===== src/hw/flash_ctrl_map.svh =====
/*
 opcodes and timing counts for the flash command block.
 assumes inclusion by bare name from both ends and the bench.
*/
`ifndef FLASH_CTRL_MAP_SVH
`define FLASH_CTRL_MAP_SVH
`define OP_CHIP_ERASE_A 8'h60
`define OP_CHIP_ERASE_B 8'hc7
`define OP_QUAD_ENTER 8'h38
`define OP_QUAD_EXIT 8'hff
`define OP_POWER_DOWN 8'hb9
`define OP_RELEASE 8'hab
`define OP_RESET_EN 8'h66
`define OP_RESET 8'h99
`define OP_UNIQUE_ID 8'h4b
`define OP_IDENT_A 8'h9f
`define OP_IDENT_B 8'h9e
`define OP_PAUSE 8'h75
`define OP_CONTINUE 8'h7a
`define OP_WRITE_EN 8'h06
`define OP_PAGE_PROG 8'h02
`define OP_SECTOR_ERASE 8'h20
`define OP_WRITE_REG 8'h01
`define OP_WRITE_CFG 8'hb1
`define OP_SEC_ERASE 8'h44
`define OP_SEC_PROG 8'h42
`define CLK_PERIOD_NS 5
`define RESUME_TIME_NS 200
`define RESUME_CYCLES (`RESUME_TIME_NS / `CLK_PERIOD_NS)
`define PAUSE_CYCLES 16
`define ENTRY_CYCLES 64
`define EXIT_CYCLES 64
`define EXIT_MARGIN 8
`define ERASE_CYCLES 8192
`define HOST_DIV 16
`endif


===== src/hw/flash_ctrl_pkg.sv =====
/*
 shared types for the flash command block.
 assumes flash_ctrl_map.svh on the include path.
*/
package flash_ctrl_pkg;
	typedef enum logic [1:0] {
		op_none,
		op_program,
		op_erase
	} op_kind_e;
endpackage : flash_ctrl_pkg


===== src/hw/flash_link_if.sv =====
/*
 serial flash link: chip select, serial clock and four data lines.
 assumes the bench resolves the data wires from the enables (low = driving).
*/
interface flash_link_if;
	logic cs_n;
	logic sclk;
	logic [3:0] host_dq;
	logic [3:0] host_dq_oe_n;
	logic [3:0] dev_dq;
	logic [3:0] dev_dq_oe_n;
	logic [3:0] dq;
	modport host (output cs_n, output sclk, output host_dq, output host_dq_oe_n, input dq);
	modport dev (input cs_n, input sclk, output dev_dq, output dev_dq_oe_n, input dq);
endinterface : flash_link_if


===== src/hw/flash_dev.sv =====
/*
 flash device end: opcode decoder, chip erase, quad mode, power-down,
 id reads and program/erase suspend and resume.
 assumes link pins are asynchronous to clk_i and are synchronised here.
*/
`include "flash_ctrl_map.svh"
module flash_dev #(
	parameter int ERASE_CYCLES = `ERASE_CYCLES,
	parameter logic [7:0] MAKER_ID = 8'h5a, // arbitrary
	parameter logic [7:0] TYPE_ID = 8'h40, // arbitrary
	parameter logic [7:0] CAP_ID = 8'h1c, // arbitrary
	parameter logic [127:0] UNIQUE_ID = 128'h0123_4567_89ab_cdef_fedc_ba98_7654_3210 // arbitrary
) (
	// clock and reset
	input wire logic clk_i,
	input wire logic rst_i,
	// link
	flash_link_if.dev link,
	// status
	input wire logic [2:0] block_protect_bits_i,
	output logic write_in_progress_o,
	output logic write_enable_latch_o,
	output logic [1:0] suspend_status_bits_o,
	output logic quad_command_mode_o,
	output logic deep_power_down_o
);
	// ----------------------------------------
	// pin synchronisers and edges
	// ----------------------------------------
	logic [2:0] cs_s_q, ck_s_q;
	logic [3:0] dq_s1_q, dq_s2_q;
	always_ff @(posedge clk_i or posedge rst_i) begin
		if (rst_i) begin
			cs_s_q <= 3'h7;
			ck_s_q <= 3'h0;
			dq_s1_q <= 4'h0;
			dq_s2_q <= 4'h0;
		end else begin
			cs_s_q <= {cs_s_q[1:0], link.cs_n};
			ck_s_q <= {ck_s_q[1:0], link.sclk};
			dq_s1_q <= link.dq;
			dq_s2_q <= dq_s1_q;
		end
	end
	wire sel = !cs_s_q[1];
	wire cs_rise = cs_s_q[1] && !cs_s_q[2];
	wire ck_rise = sel && ck_s_q[1] && !ck_s_q[2];
	wire ck_fall = sel && !ck_s_q[1] && ck_s_q[2];
	// ----------------------------------------
	// opcode shift
	// ----------------------------------------
	logic [7:0] sh_q, op_q;
	logic [8:0] nbits_q;
	logic quad_q;
	always_ff @(posedge clk_i or posedge rst_i) begin
		if (rst_i) begin
			sh_q <= 8'h00;
			nbits_q <= 9'h000;
		end else if (!sel) begin
			nbits_q <= 9'h000;
		end else if (ck_rise) begin
			sh_q <= quad_q ? {sh_q[3:0], dq_s2_q} : {sh_q[6:0], dq_s2_q[0]};
			nbits_q <= nbits_q + (quad_q ? 9'h004 : 9'h001);
		end
	end
	wire op_done = (nbits_q == 9'h008);
	always_ff @(posedge clk_i or posedge rst_i) begin
		if (rst_i) op_q <= 8'h00;
		else if (ck_rise && nbits_q == (quad_q ? 9'h004 : 9'h007)) op_q <= quad_q ? {sh_q[3:0], dq_s2_q} : {sh_q[6:0], dq_s2_q[0]};
	end
	// ----------------------------------------
	// state
	// ----------------------------------------
	logic wip_q, wel_q, pd_q, rst_en_q;
	logic [1:0] sus_q;
	flash_ctrl_pkg::op_kind_e kind_q;
	logic [31:0] cnt_q, pd_cnt_q;
	logic pd_entering_q, pd_exiting_q;
	wire busy = wip_q;
	wire blocked = pd_q || pd_entering_q || pd_exiting_q;
	wire whole_op = cs_rise && op_done;
	// program and sector erase end on a byte boundary after the address
	wire addr_op = cs_rise && nbits_q >= 9'h020 && nbits_q[2:0] == 3'h0;
	function automatic logic is_op(input logic [7:0] o, input logic [7:0] a, input logic [7:0] b);
		is_op = (o == a) || (o == b);
	endfunction : is_op
	wire prog_sus = sus_q[0];
	wire erase_sus = sus_q[1];
	wire write_reject = (|sus_q) && (is_op(op_q, `OP_WRITE_REG, `OP_WRITE_CFG) || op_q == `OP_SEC_ERASE
		|| is_op(op_q, `OP_CHIP_ERASE_A, `OP_CHIP_ERASE_B) || op_q == `OP_SECTOR_ERASE
		|| (prog_sus && (op_q == `OP_SEC_PROG || op_q == `OP_PAGE_PROG)));
	wire can_start = whole_op && !blocked && !busy && !write_reject;
	wire can_start_addr = addr_op && !blocked && !busy && !write_reject;
	// quad mode
	always_ff @(posedge clk_i or posedge rst_i) begin
		if (rst_i) quad_q <= 1'b0;
		else if (whole_op && !blocked && !quad_q && op_q == `OP_QUAD_ENTER) quad_q <= 1'b1;
		else if (whole_op && !blocked && quad_q && op_q == `OP_QUAD_EXIT) quad_q <= 1'b0;
	end
	// write latch, busy, erase/program cycles, suspend
	always_ff @(posedge clk_i or posedge rst_i) begin
		if (rst_i) begin
			wel_q <= 1'b0;
			wip_q <= 1'b0;
			sus_q <= 2'h0;
			kind_q <= flash_ctrl_pkg::op_none;
			cnt_q <= 32'h0;
		end else begin
			if (wip_q && cnt_q != 32'h0) begin
				cnt_q <= cnt_q - 32'h1;
				if (cnt_q == 32'h2) wel_q <= 1'b0;
				if (cnt_q == 32'h1) begin
					wip_q <= 1'b0;
					if (|sus_q == 1'b0) kind_q <= flash_ctrl_pkg::op_none;
				end
			end
			if (can_start && op_q == `OP_WRITE_EN) wel_q <= 1'b1;
			if (can_start && is_op(op_q, `OP_CHIP_ERASE_A, `OP_CHIP_ERASE_B) && wel_q
					&& block_protect_bits_i == 3'h0) begin
				wip_q <= 1'b1;
				// whole-array erase is not a pausable kind
				kind_q <= flash_ctrl_pkg::op_none;
				cnt_q <= 32'(ERASE_CYCLES);
			end
			if (can_start_addr && (op_q == `OP_PAGE_PROG || op_q == `OP_SECTOR_ERASE) && wel_q
					&& block_protect_bits_i == 3'h0) begin
				wip_q <= 1'b1;
				kind_q <= op_q == `OP_PAGE_PROG ? flash_ctrl_pkg::op_program : flash_ctrl_pkg::op_erase;
				cnt_q <= 32'(ERASE_CYCLES);
			end
			if (whole_op && !blocked && op_q == `OP_PAUSE && wip_q && sus_q == 2'h0
					&& kind_q != flash_ctrl_pkg::op_none) begin
				sus_q <= (kind_q == flash_ctrl_pkg::op_program) ? 2'h1 : 2'h2;
				cnt_q <= `PAUSE_CYCLES;
			end
			if (whole_op && !blocked && op_q == `OP_CONTINUE && |sus_q && !wip_q) begin
				sus_q <= 2'h0;
				wip_q <= 1'b1;
				cnt_q <= 32'(ERASE_CYCLES);
			end
		end
	end
	// deep power-down
	always_ff @(posedge clk_i or posedge rst_i) begin
		if (rst_i) begin
			pd_q <= 1'b0;
			pd_entering_q <= 1'b0;
			pd_exiting_q <= 1'b0;
			rst_en_q <= 1'b0;
			pd_cnt_q <= 32'h0;
		end else begin
			if (pd_entering_q || pd_exiting_q) begin
				pd_cnt_q <= pd_cnt_q - 32'h1;
				if (pd_cnt_q == 32'h1) begin
					pd_q <= pd_entering_q;
					pd_entering_q <= 1'b0;
					pd_exiting_q <= 1'b0;
				end
			end
			if (whole_op && !blocked && !busy && op_q == `OP_POWER_DOWN) begin
				pd_entering_q <= 1'b1;
				pd_cnt_q <= `ENTRY_CYCLES;
			end
			if (whole_op && pd_q) begin
				rst_en_q <= (op_q == `OP_RESET_EN);
				if (op_q == `OP_RELEASE && !busy) begin
					pd_exiting_q <= 1'b1;
					pd_cnt_q <= `EXIT_CYCLES;
				end
				if (op_q == `OP_RESET && rst_en_q) pd_q <= 1'b0;
			end
		end
	end
	// ----------------------------------------
	// id and unique number output
	// ----------------------------------------
	logic [127:0] out_q;
	logic out_en_q;
	logic [8:0] out_start_q;
	wire is_ident = is_op(op_q, `OP_IDENT_A, `OP_IDENT_B);
	wire is_uid = op_q == `OP_UNIQUE_ID;
	always_ff @(posedge clk_i or posedge rst_i) begin
		if (rst_i) begin
			out_q <= 128'h0;
			out_en_q <= 1'b0;
			out_start_q <= 9'h000;
		end else if (!sel) begin
			out_en_q <= 1'b0;
		end else if (ck_fall && op_done && !out_en_q && !blocked && !busy
				&& (is_ident || is_uid)) begin
			out_en_q <= 1'b1;
			out_start_q <= is_uid ? (quad_q ? 9'h028 : 9'h028) : 9'h008;
			out_q <= is_uid ? UNIQUE_ID : {MAKER_ID, TYPE_ID, CAP_ID, 104'h0};
		end else if (ck_fall && out_en_q && nbits_q > out_start_q) begin
			out_q <= {out_q[126:0], 1'b0};
		end
	end
	wire drive = out_en_q && sel && nbits_q >= out_start_q;
	assign link.dev_dq = {2'h0, out_q[127], 1'b0};
	assign link.dev_dq_oe_n = {2'h3, !drive, 1'b1};
	assign write_in_progress_o = wip_q;
	assign write_enable_latch_o = wel_q;
	assign suspend_status_bits_o = sus_q;
	assign quad_command_mode_o = quad_q;
	assign deep_power_down_o = pd_q;
endmodule : flash_dev


===== src/flat_wrapper.sv =====
// flat-port wrapper written by rule: the top's interface ports become plain ports
module flash_dev_flat 
#(
	parameter int ERASE_CYCLES = `ERASE_CYCLES,
	parameter logic [7:0] MAKER_ID = 8'h5a,             
	parameter logic [7:0] TYPE_ID = 8'h40,             
	parameter logic [7:0] CAP_ID = 8'h1c,             
	parameter logic [127:0] UNIQUE_ID = 128'h0123_4567_89ab_cdef_fedc_ba98_7654_3210             
)
  (clk_i, rst_i, block_protect_bits_i, write_in_progress_o, write_enable_latch_o, suspend_status_bits_o, quad_command_mode_o, deep_power_down_o, link_cs_n, link_sclk, link_dev_dq, link_dev_dq_oe_n, link_dq);
  flash_link_if link_i ();
  input wire logic clk_i;
  input wire logic rst_i;
  input wire logic [2:0] block_protect_bits_i;
  output logic write_in_progress_o;
  output logic write_enable_latch_o;
  output logic [1:0] suspend_status_bits_o;
  output logic quad_command_mode_o;
  output logic deep_power_down_o;
  input wire logic [$bits(link_i.cs_n)-1:0] link_cs_n;
  input wire logic [$bits(link_i.sclk)-1:0] link_sclk;
  output wire logic [$bits(link_i.dev_dq)-1:0] link_dev_dq;
  output wire logic [$bits(link_i.dev_dq_oe_n)-1:0] link_dev_dq_oe_n;
  input wire logic [$bits(link_i.dq)-1:0] link_dq;
  assign link_i.cs_n = link_cs_n;
  assign link_i.sclk = link_sclk;
  assign link_dev_dq = link_i.dev_dq;
  assign link_dev_dq_oe_n = link_i.dev_dq_oe_n;
  assign link_i.dq = link_dq;
  flash_dev #(.ERASE_CYCLES(ERASE_CYCLES), .MAKER_ID(MAKER_ID), .TYPE_ID(TYPE_ID), .CAP_ID(CAP_ID), .UNIQUE_ID(UNIQUE_ID)) u_core (.clk_i(clk_i), .rst_i(rst_i), .link(link_i), .block_protect_bits_i(block_protect_bits_i), .write_in_progress_o(write_in_progress_o), .write_enable_latch_o(write_enable_latch_o), .suspend_status_bits_o(suspend_status_bits_o), .quad_command_mode_o(quad_command_mode_o), .deep_power_down_o(deep_power_down_o));
endmodule

===== config.mk =====
export PLATFORM = sky130hd
export DESIGN_NAME = flash_dev_flat
export DESIGN_NICKNAME = d
export VERILOG_FILES = /design/src/hw/flash_ctrl_pkg.sv /design/src/hw/flash_link_if.sv /design/src/hw/flash_dev.sv /design/src/flat_wrapper.sv
export VERILOG_INCLUDE_DIRS = /design/src /design/src/hw
export SDC_FILE = /design/constraint.sdc
export NUM_CORES = 1
export LEC_CHECK = 0
export BUFFER_PORTS_ARGS = -buffer_cell sky130_fd_sc_hd__buf_2
export CORE_ASPECT_RATIO = 0.5
export CORE_UTILIZATION = 55
export CTS_CLUSTER_DIAMETER = 50
export DETAILED_ROUTE_END_ITERATION = 8
export PLACE_DENSITY = 0.71
export SYNTH_ARGS = -nofsm -noshare
export SYNTH_HDL_FRONTEND = slang
export SYNTH_SLANG_ARGS = --single-unit

===== constraint.sdc =====
create_clock -name clk_i -period 13.8 [get_ports clk_i]
set_input_delay 2.76 -clock clk_i [delete_from_list [all_inputs] [get_ports clk_i]]
set_output_delay 2.76 -clock clk_i [all_outputs]
set_load 0.01 [all_outputs]

==> Word-level counts from Yosys, hierarchy flattened <==
Index checks and enable logic that the tools add are counted.
{ "classes": {"n_addsub": 3, "magnitude_cmp": 3, "n_eq_ne": 27, "n_mux": 50, "bitwise_logic": 1, "n_reduce_logical": 99} }
{ "ops": {"columns": ["cell", "count"], "rows": [
  ["2-to-1 mux 32 bit", 9],
  ["2-to-1 mux 128 bit", 2],
  ["2-to-1 mux 127 bit", 1],
  ["equality test 32 x 1 -> 1 bit (second input constant)", 2],
  ["equality test 8 bit (second input constant)", 8],
  ["subtractor 32 x 1 -> 32 bit (second input constant)", 2],
  ["equality test 8 x 7 -> 1 bit (second input constant)", 7],
  ["logical AND 1 bit", 49],
  ["equality test 32 x 2 -> 1 bit (second input constant)", 1],
  ["nonzero test 32 bit", 1],
  ["2-to-1 mux 1 bit", 23],
  ["2-to-1 mux 2 bit", 10],
  ["nonzero test 2 bit", 10],
  ["2-to-1 mux 9 bit", 2],
  ["equality test 8 x 6 -> 1 bit (second input constant)", 2],
  ["logical OR 1 bit", 13],
  ["AND reduction 2 bit", 6],
  ["zero test 1 bit", 10],
  ["adder 9 bit", 1],
  ["equality test 9 x 4 -> 1 bit (second input constant)", 1],
  ["equality test 9 bit", 1],
  [">= comparator 9 x 6 -> 1 bit (second input constant)", 1],
  [">= comparator 9 bit", 1],
  ["greater-than comparator 9 bit", 1],
  ["16 further kinds", 19]
]} }
{ "word_totals": {"ff_bits": 251, "inputBits": 11, "output_inout_bits": 14, "word_cells": 204} }

==> Logic depth before layout (Yosys ltp) <==
{ "depth": {"word_depth": 16, "ltp_mapped": 10, "ltp_nobuf": 8} }

==> Worst setup path after synthesis <==
No wires, ideal clock.
{ "synth_path": {"path_type": "in2reg", "startpoint": "in block_protect_bits_i[1]", "endpoint": "reg u_core.cnt_q[25]", "setup_ps": 122, "arrival_ps": 4319, "required_time_ps": 13678, "slack_ps": 9359, "path_stages": 7, "n_path_buf": 1, "path_cell_list": "nor4b_1 nand2_1 or3_1 a2bb2oi_1 clkbuf_1 a22o_1 a32o_1"} }
{ "synth_via": {"elab_chain_len": 6} }
{ "synth_rtl": {"columns": ["item", "line", "source"], "rows": [
  ["from (decl)", "flat_wrapper.sv:14", "input wire logic [2:0] block_protect_bits_i;"],
  ["zero test 3 bit (*)", "flash_dev.sv:119, flash_dev.sv:126", null],
  ["logical AND 1 bit", "flash_dev.sv:118", "if (can_start && is_op(op_q, `OP_CHIP_ERASE_A, `OP_CHIP_ERASE_B) && wel_q"],
  ["2-to-1 mux 32 bit", "flash_dev.sv:118", null],
  ["2-to-1 mux 32 bit", "flash_dev.sv:125", "if (can_start_addr && (op_q == `OP_PAGE_PROG || op_q == `OP_SECTOR_ERASE) && wel_q"],
  ["2-to-1 mux 32 bit", "flash_dev.sv:131", "if (whole_op && !blocked && op_q == `OP_PAUSE && wip_q && sus_q == 2'h0"],
  ["2-to-1 mux 32 bit", "flash_dev.sv:136", "if (whole_op && !blocked && op_q == `OP_CONTINUE && |sus_q && !wip_q) begin"],
  ["to (signal assigned)", "flash_dev.sv:129", "cnt_q <= 32'(ERASE_CYCLES);"],
  ["to (signal assigned)", "flash_dev.sv:134", "cnt_q <= `PAUSE_CYCLES;"],
  ["to (signal assigned)", "flash_dev.sv:139", "cnt_q <= 32'(ERASE_CYCLES);"],
  ["to (decl)", "flash_dev.sv:77", "logic [31:0] cnt_q, pd_cnt_q;"]
]} }
Every way passes the cells marked *; elsewhere a longest branch is shown, timed or not.
A chain may end at the register's enable or synchronous reset.

==> Worst setup path after layout <==
{ "layout_path": {"startpoint": "reg u_core.nbits_q[6]", "endpoint": "out link_dev_dq_oe_n[1]"} }
{ "layout_via": {"elab_chain_len": 3} }
{ "layout_rtl": {"columns": ["item", "line", "source"], "rows": [
  ["from (decl)", "flash_dev.sv:53", "logic [8:0] nbits_q;"],
  ["from (signal assigned)", "flash_dev.sv:63", "nbits_q <= nbits_q + (quad_q ? 9'h004 : 9'h001);"],
  [">= comparator 9 bit", "flash_dev.sv:198", "wire drive = out_en_q && sel && nbits_q >= out_start_q;"],
  ["logical AND 1 bit", "flash_dev.sv:198", null],
  ["zero test 1 bit", "flash_dev.sv:200", "assign link.dev_dq_oe_n = {2'h3, !drive, 1'b1};"],
  ["to (decl)", "flat_wrapper.sv:23", "output wire logic [$bits(link_i.dev_dq_oe_n)-1:0] link_dev_dq_oe_n;"]
]} }
Every way passes these cells.

==> run_results.csv <==
group,metric,value,unit
finish,diodes,0,
synthesis,async_flop_share,100,%
drt,drcViolationCount,0,
run,max_cap_viol_count,0,
timing,drv_slew,0,
synthesis,yosysWarnings,0,
timing,hold_violations,0,
timing,fmax,0.203,GHz
cts,clk_pin_slew,0.06,ns
drt,firstDrtPassIters,5,
synthesis,synth-edff-count,0,
worst_setup_path,critPathRequiredTime,11.04,ns
worst_setup_path,r2r_slack,10.19,ns
timing,rsz0062_at_grt,"false",
finish,nNetsFinal,1020,
synthesis,ys_types,64,
synthesis,synth_compound_area_share,14.1,%
timing,finalSetupViolations,0,
cts,tritoncts,"done",
finish,final_util,61.5,%
synthesis,synthesis.area,0.0110,mm^2
synthesis,synthAdderAreaFrac,1.25,%
power_and_ir_drop,p_leak,5.42,nW
finish,area_delta_synth_final,8.88,%
synthesis,synth.area.mux_share,7.45,%
worst_setup_path,crit_start,"u_core.nbits_q[6]",
worst_setup_path,cpPeakStageDelay,0.44,ns
power_and_ir_drop,powerDensity,116,mW/mm^2
cts,cts_max_level,1,
power_and_ir_drop,ir_drop,0.0579,mV
worst_hold_path,hp-start,"u_core.ck_s_q[0]",
floorplanning,core,0.0195,mm^2
cts,post_cts.repair.setup_buffers,0,
drt,first_iter_violations,486,
finish,final_layout_size_suffix_gt1_share,9.08,%
synthesis,syn-instance-count,1013,
global_route,grt_pass1_wl,35400,um
worst_setup_path,end_kind,"primary output",
placed_design,port_buffers,18,
synthesis,yosysTopAreaCellShare,53.7,%
synthesis,ys_seq_elements,240,
worst_hold_path,min_path_type,"register to register",
floorplanning,io_pins,25,
floorplanning,start_util,56.5,%
timing,setup_ws,8.88,ns
worst_setup_path,cp.arrival,2.16,ns
worst_setup_path,cp-start-kind,"register",
drt,vias_per_cell,5.95,
placed_design,dp.cells,1240,
worst_hold_path,hold_depth,0,
cts,cts_made_buffers,22,
worst_setup_path,r2r.worst_path.cells,6,
timing,slew-limit-headroom,29.2,%
floorplanning,die_area,0.0207,mm^2
finish,fillerInstances,1583,
finish,fin_cells,1279,
global_route,grt_max_degree,165,
cts,ctsResizeCount,0,
drt,ant_nets,0,
timing,tightest_slew,1.06,ns
placed_design,gp_congestion,0.862,
synthesis,synth.area.top_cells,"dfrtp_1, mux2i_1, a22o_1, o21ai_0, nor2_1",
global_route,track_usage,20.5,%
global_route,grt_pass1_vias,7248,
placed_design,post-place-ws,8.56,ns
cts,cts_hold_buf,0,
cts,clk_latency,0.52,ns
worst_setup_path,rr_endpoint,"u_core.cnt_q[7]",
floorplanning,rows,36,
timing,period_share,35.7,%
synthesis,synth_flop_cell,"dfrtp_1",
cts,clockBufferDepth,3,
worst_hold_path,min_to,"u_core.ck_s_q[1]",
timing,setup_tns,0,ns
drt,wl_per_cell,16.2,um
timing,skew,0.0108,ns
timing,fin_crit,4.92,ns
cts,clockRootBuffer,"clkbuf_16",
synthesis,ys_seq_area_share,54.4,%
worst_setup_path,crit_slowest_cell,"or3_1",
drt,wl,20800,um
floorplanning,fp.dieH,102,um
placed_design,place_hpwl,12700,um
global_route,antenna_found_initial,0,
cts,clock-sinks,240,
outcome,status,"completed",
worst_setup_path,critPathMaxFanout,4,
synthesis,yosys.area.top_type,"dfrtp_1",
synthesis,synth_top_family_by_area,"simple AND/OR/NAND/NOR gates",
synthesis,synth_xor_area_share,3.01,%
synthesis,syn_area_per_cell,10.9,um^2
drt,dr_total_vias,7614,
worst_setup_path,r2r-start,"u_core.write_in_progress_o",
global_route,overflow,0,
floorplanning,fp.dieW,202,um
synthesis,synth_simple_gate_area_share,16.4,%
worst_setup_path,path_cells,"or3_1, a211oi_1, inv_1, o21ai_0, buf_2",
worst_setup_path,critPathKind,"register to primary output",
## state kept, by name (all words and copies together) (netlist names), 4 cells and up
| name | count |
|---|---|
| u_core.dq_s2_q | 4 |
| u_core.op_q | 8 |
| u_core.cnt_q | 32 |
| u_core.pd_cnt_q | 32 |
| u_core.nbits_q | 9 |
| u_core.out_q | 124 |
| u_core.dq_s1_q | 4 |
| u_core.sh_q | 7 |
## final cells by class
| cell class | count | area [um^2] | share of cell area, % |
|---|---|---|---|
| multi-input cells | 693 | 4700 | 39.1 |
| flip-flops and latches | 240 | 6010 | 50.0 |
| inverters | 16 | 67.6 | 0.562 |
| repair buffers | 25 | 143 | 1.19 |
| well taps | 266 | 333 | 2.77 |
| clock buffers | 30 | 641 | 5.33 |
| clock inverters | 9 | 136 | 1.13 |
## cells in the mapped netlist, drive strengths merged (4+ instances only)
| cell type | instances |
|---|---|
| nand2b | 12 |
| nor3 | 34 |
| xor2 | 20 |
| o41ai | 4 |
| xnor2 | 18 |
| or4 | 19 |
| clkbuf | 46 |
| and2 | 4 |
| nand2 | 43 |
| or3 | 21 |
| a21o | 12 |
| buf | 22 |
| and3 | 16 |
| inv | 16 |
| o21ai | 87 |
| nor2b | 6 |
| nand3b | 11 |
| nand4 | 8 |
| a22o | 55 |
| o31ai | 7 |
| ha | 11 |
| nor4 | 24 |
| a211o | 11 |
| dfrtp | 237 |
| or2 | 9 |
| nor3b | 4 |
| nand3 | 25 |
| mux2i | 80 |
| a21oi | 25 |
| a31oi | 5 |
| nor4b | 7 |
| nor2 | 77 |
## metal layers
metal	vias up	share of wire [%]	GRT usage [%]	routed length, um
met5	-	0	0	0
met4	0	1.2	3.93	250
met3	22	3.0	2.97	625
met2	114	46	34.1	9600
met1	3830	50	29.3	10300
li1	3648	-	-	-
## critical path, delay by kind of cell, from the launching register on
family                 cells  cell delay, ns
buffers and inverters      2            0.24
AOI/OAI and AO/OA          2            0.57
and+or+nand+nor            1            0.44
DFF                        1            0.41
## logic make-up after synthesis
family          after synthesis
fa+ha+maj                    11
compound gates              227
buf+inv                      84
other cells                   2
mux                          82
simple gates                329
flops                       240
xor+xnor                     38
## worst max-delay path by stage
| stage | endpoint | slack (ns) | cells after the start |
|---|---|---|---|
| finish | link_dev_dq_oe_n[1] | 8.88 | 5 |
| global route | link_dev_dq_oe_n[1] | 8.70 | 5 |
| CTS | link_dev_dq_oe_n[1] | 8.86 | 5 |
| detailed placement | u_core.cnt_q[18] | 8.56 | 7 |
| global placement | u_core.cnt_q[18] | 8.62 | 7 |
| floorplan | u_core.ck_s_q[0] | 4.46 | 1 |
## where the power goes
| group | switching [mW] | internal (mW) |
|---|---|---|
| combinational | 0.0220 | 0.00746 |
| sequential | 0.00565 | 0.711 |
| clock | 0.264 | 0.383 |
| total | 0.292 | 1.10 |
## stage by stage
stage               power (mW)  instance area (um^2)  hold slack (ns)
floorplan                0.752                 11100            0.331
global placement         0.760                 11300            0.334
detailed placement       0.761                 11300            0.337
CTS                       1.41                 12000            0.356
global route              1.44                 12000            0.357
finish                    1.39                 12000            0.351
## layout by cell type, fill, tap and decap left out, drive strengths merged, types with 8 or more instances in the layout
cell	instances
a211o	11
a21o	12
a21oi	25
a22o	55
and3	16
buf	25
clkbuf	30
dfrtp	237
ha	11
inv	16
mux2i	80
nand2	43
nand2b	12
nand3	25
nand3b	11
nand4	8
nor2	77
nor3	34
nor4	24
o21ai	87
or2	9
or3	21
or4	19
xnor2	18
xor2	20
Note: power is estimated with default switching activity, not from simulation.
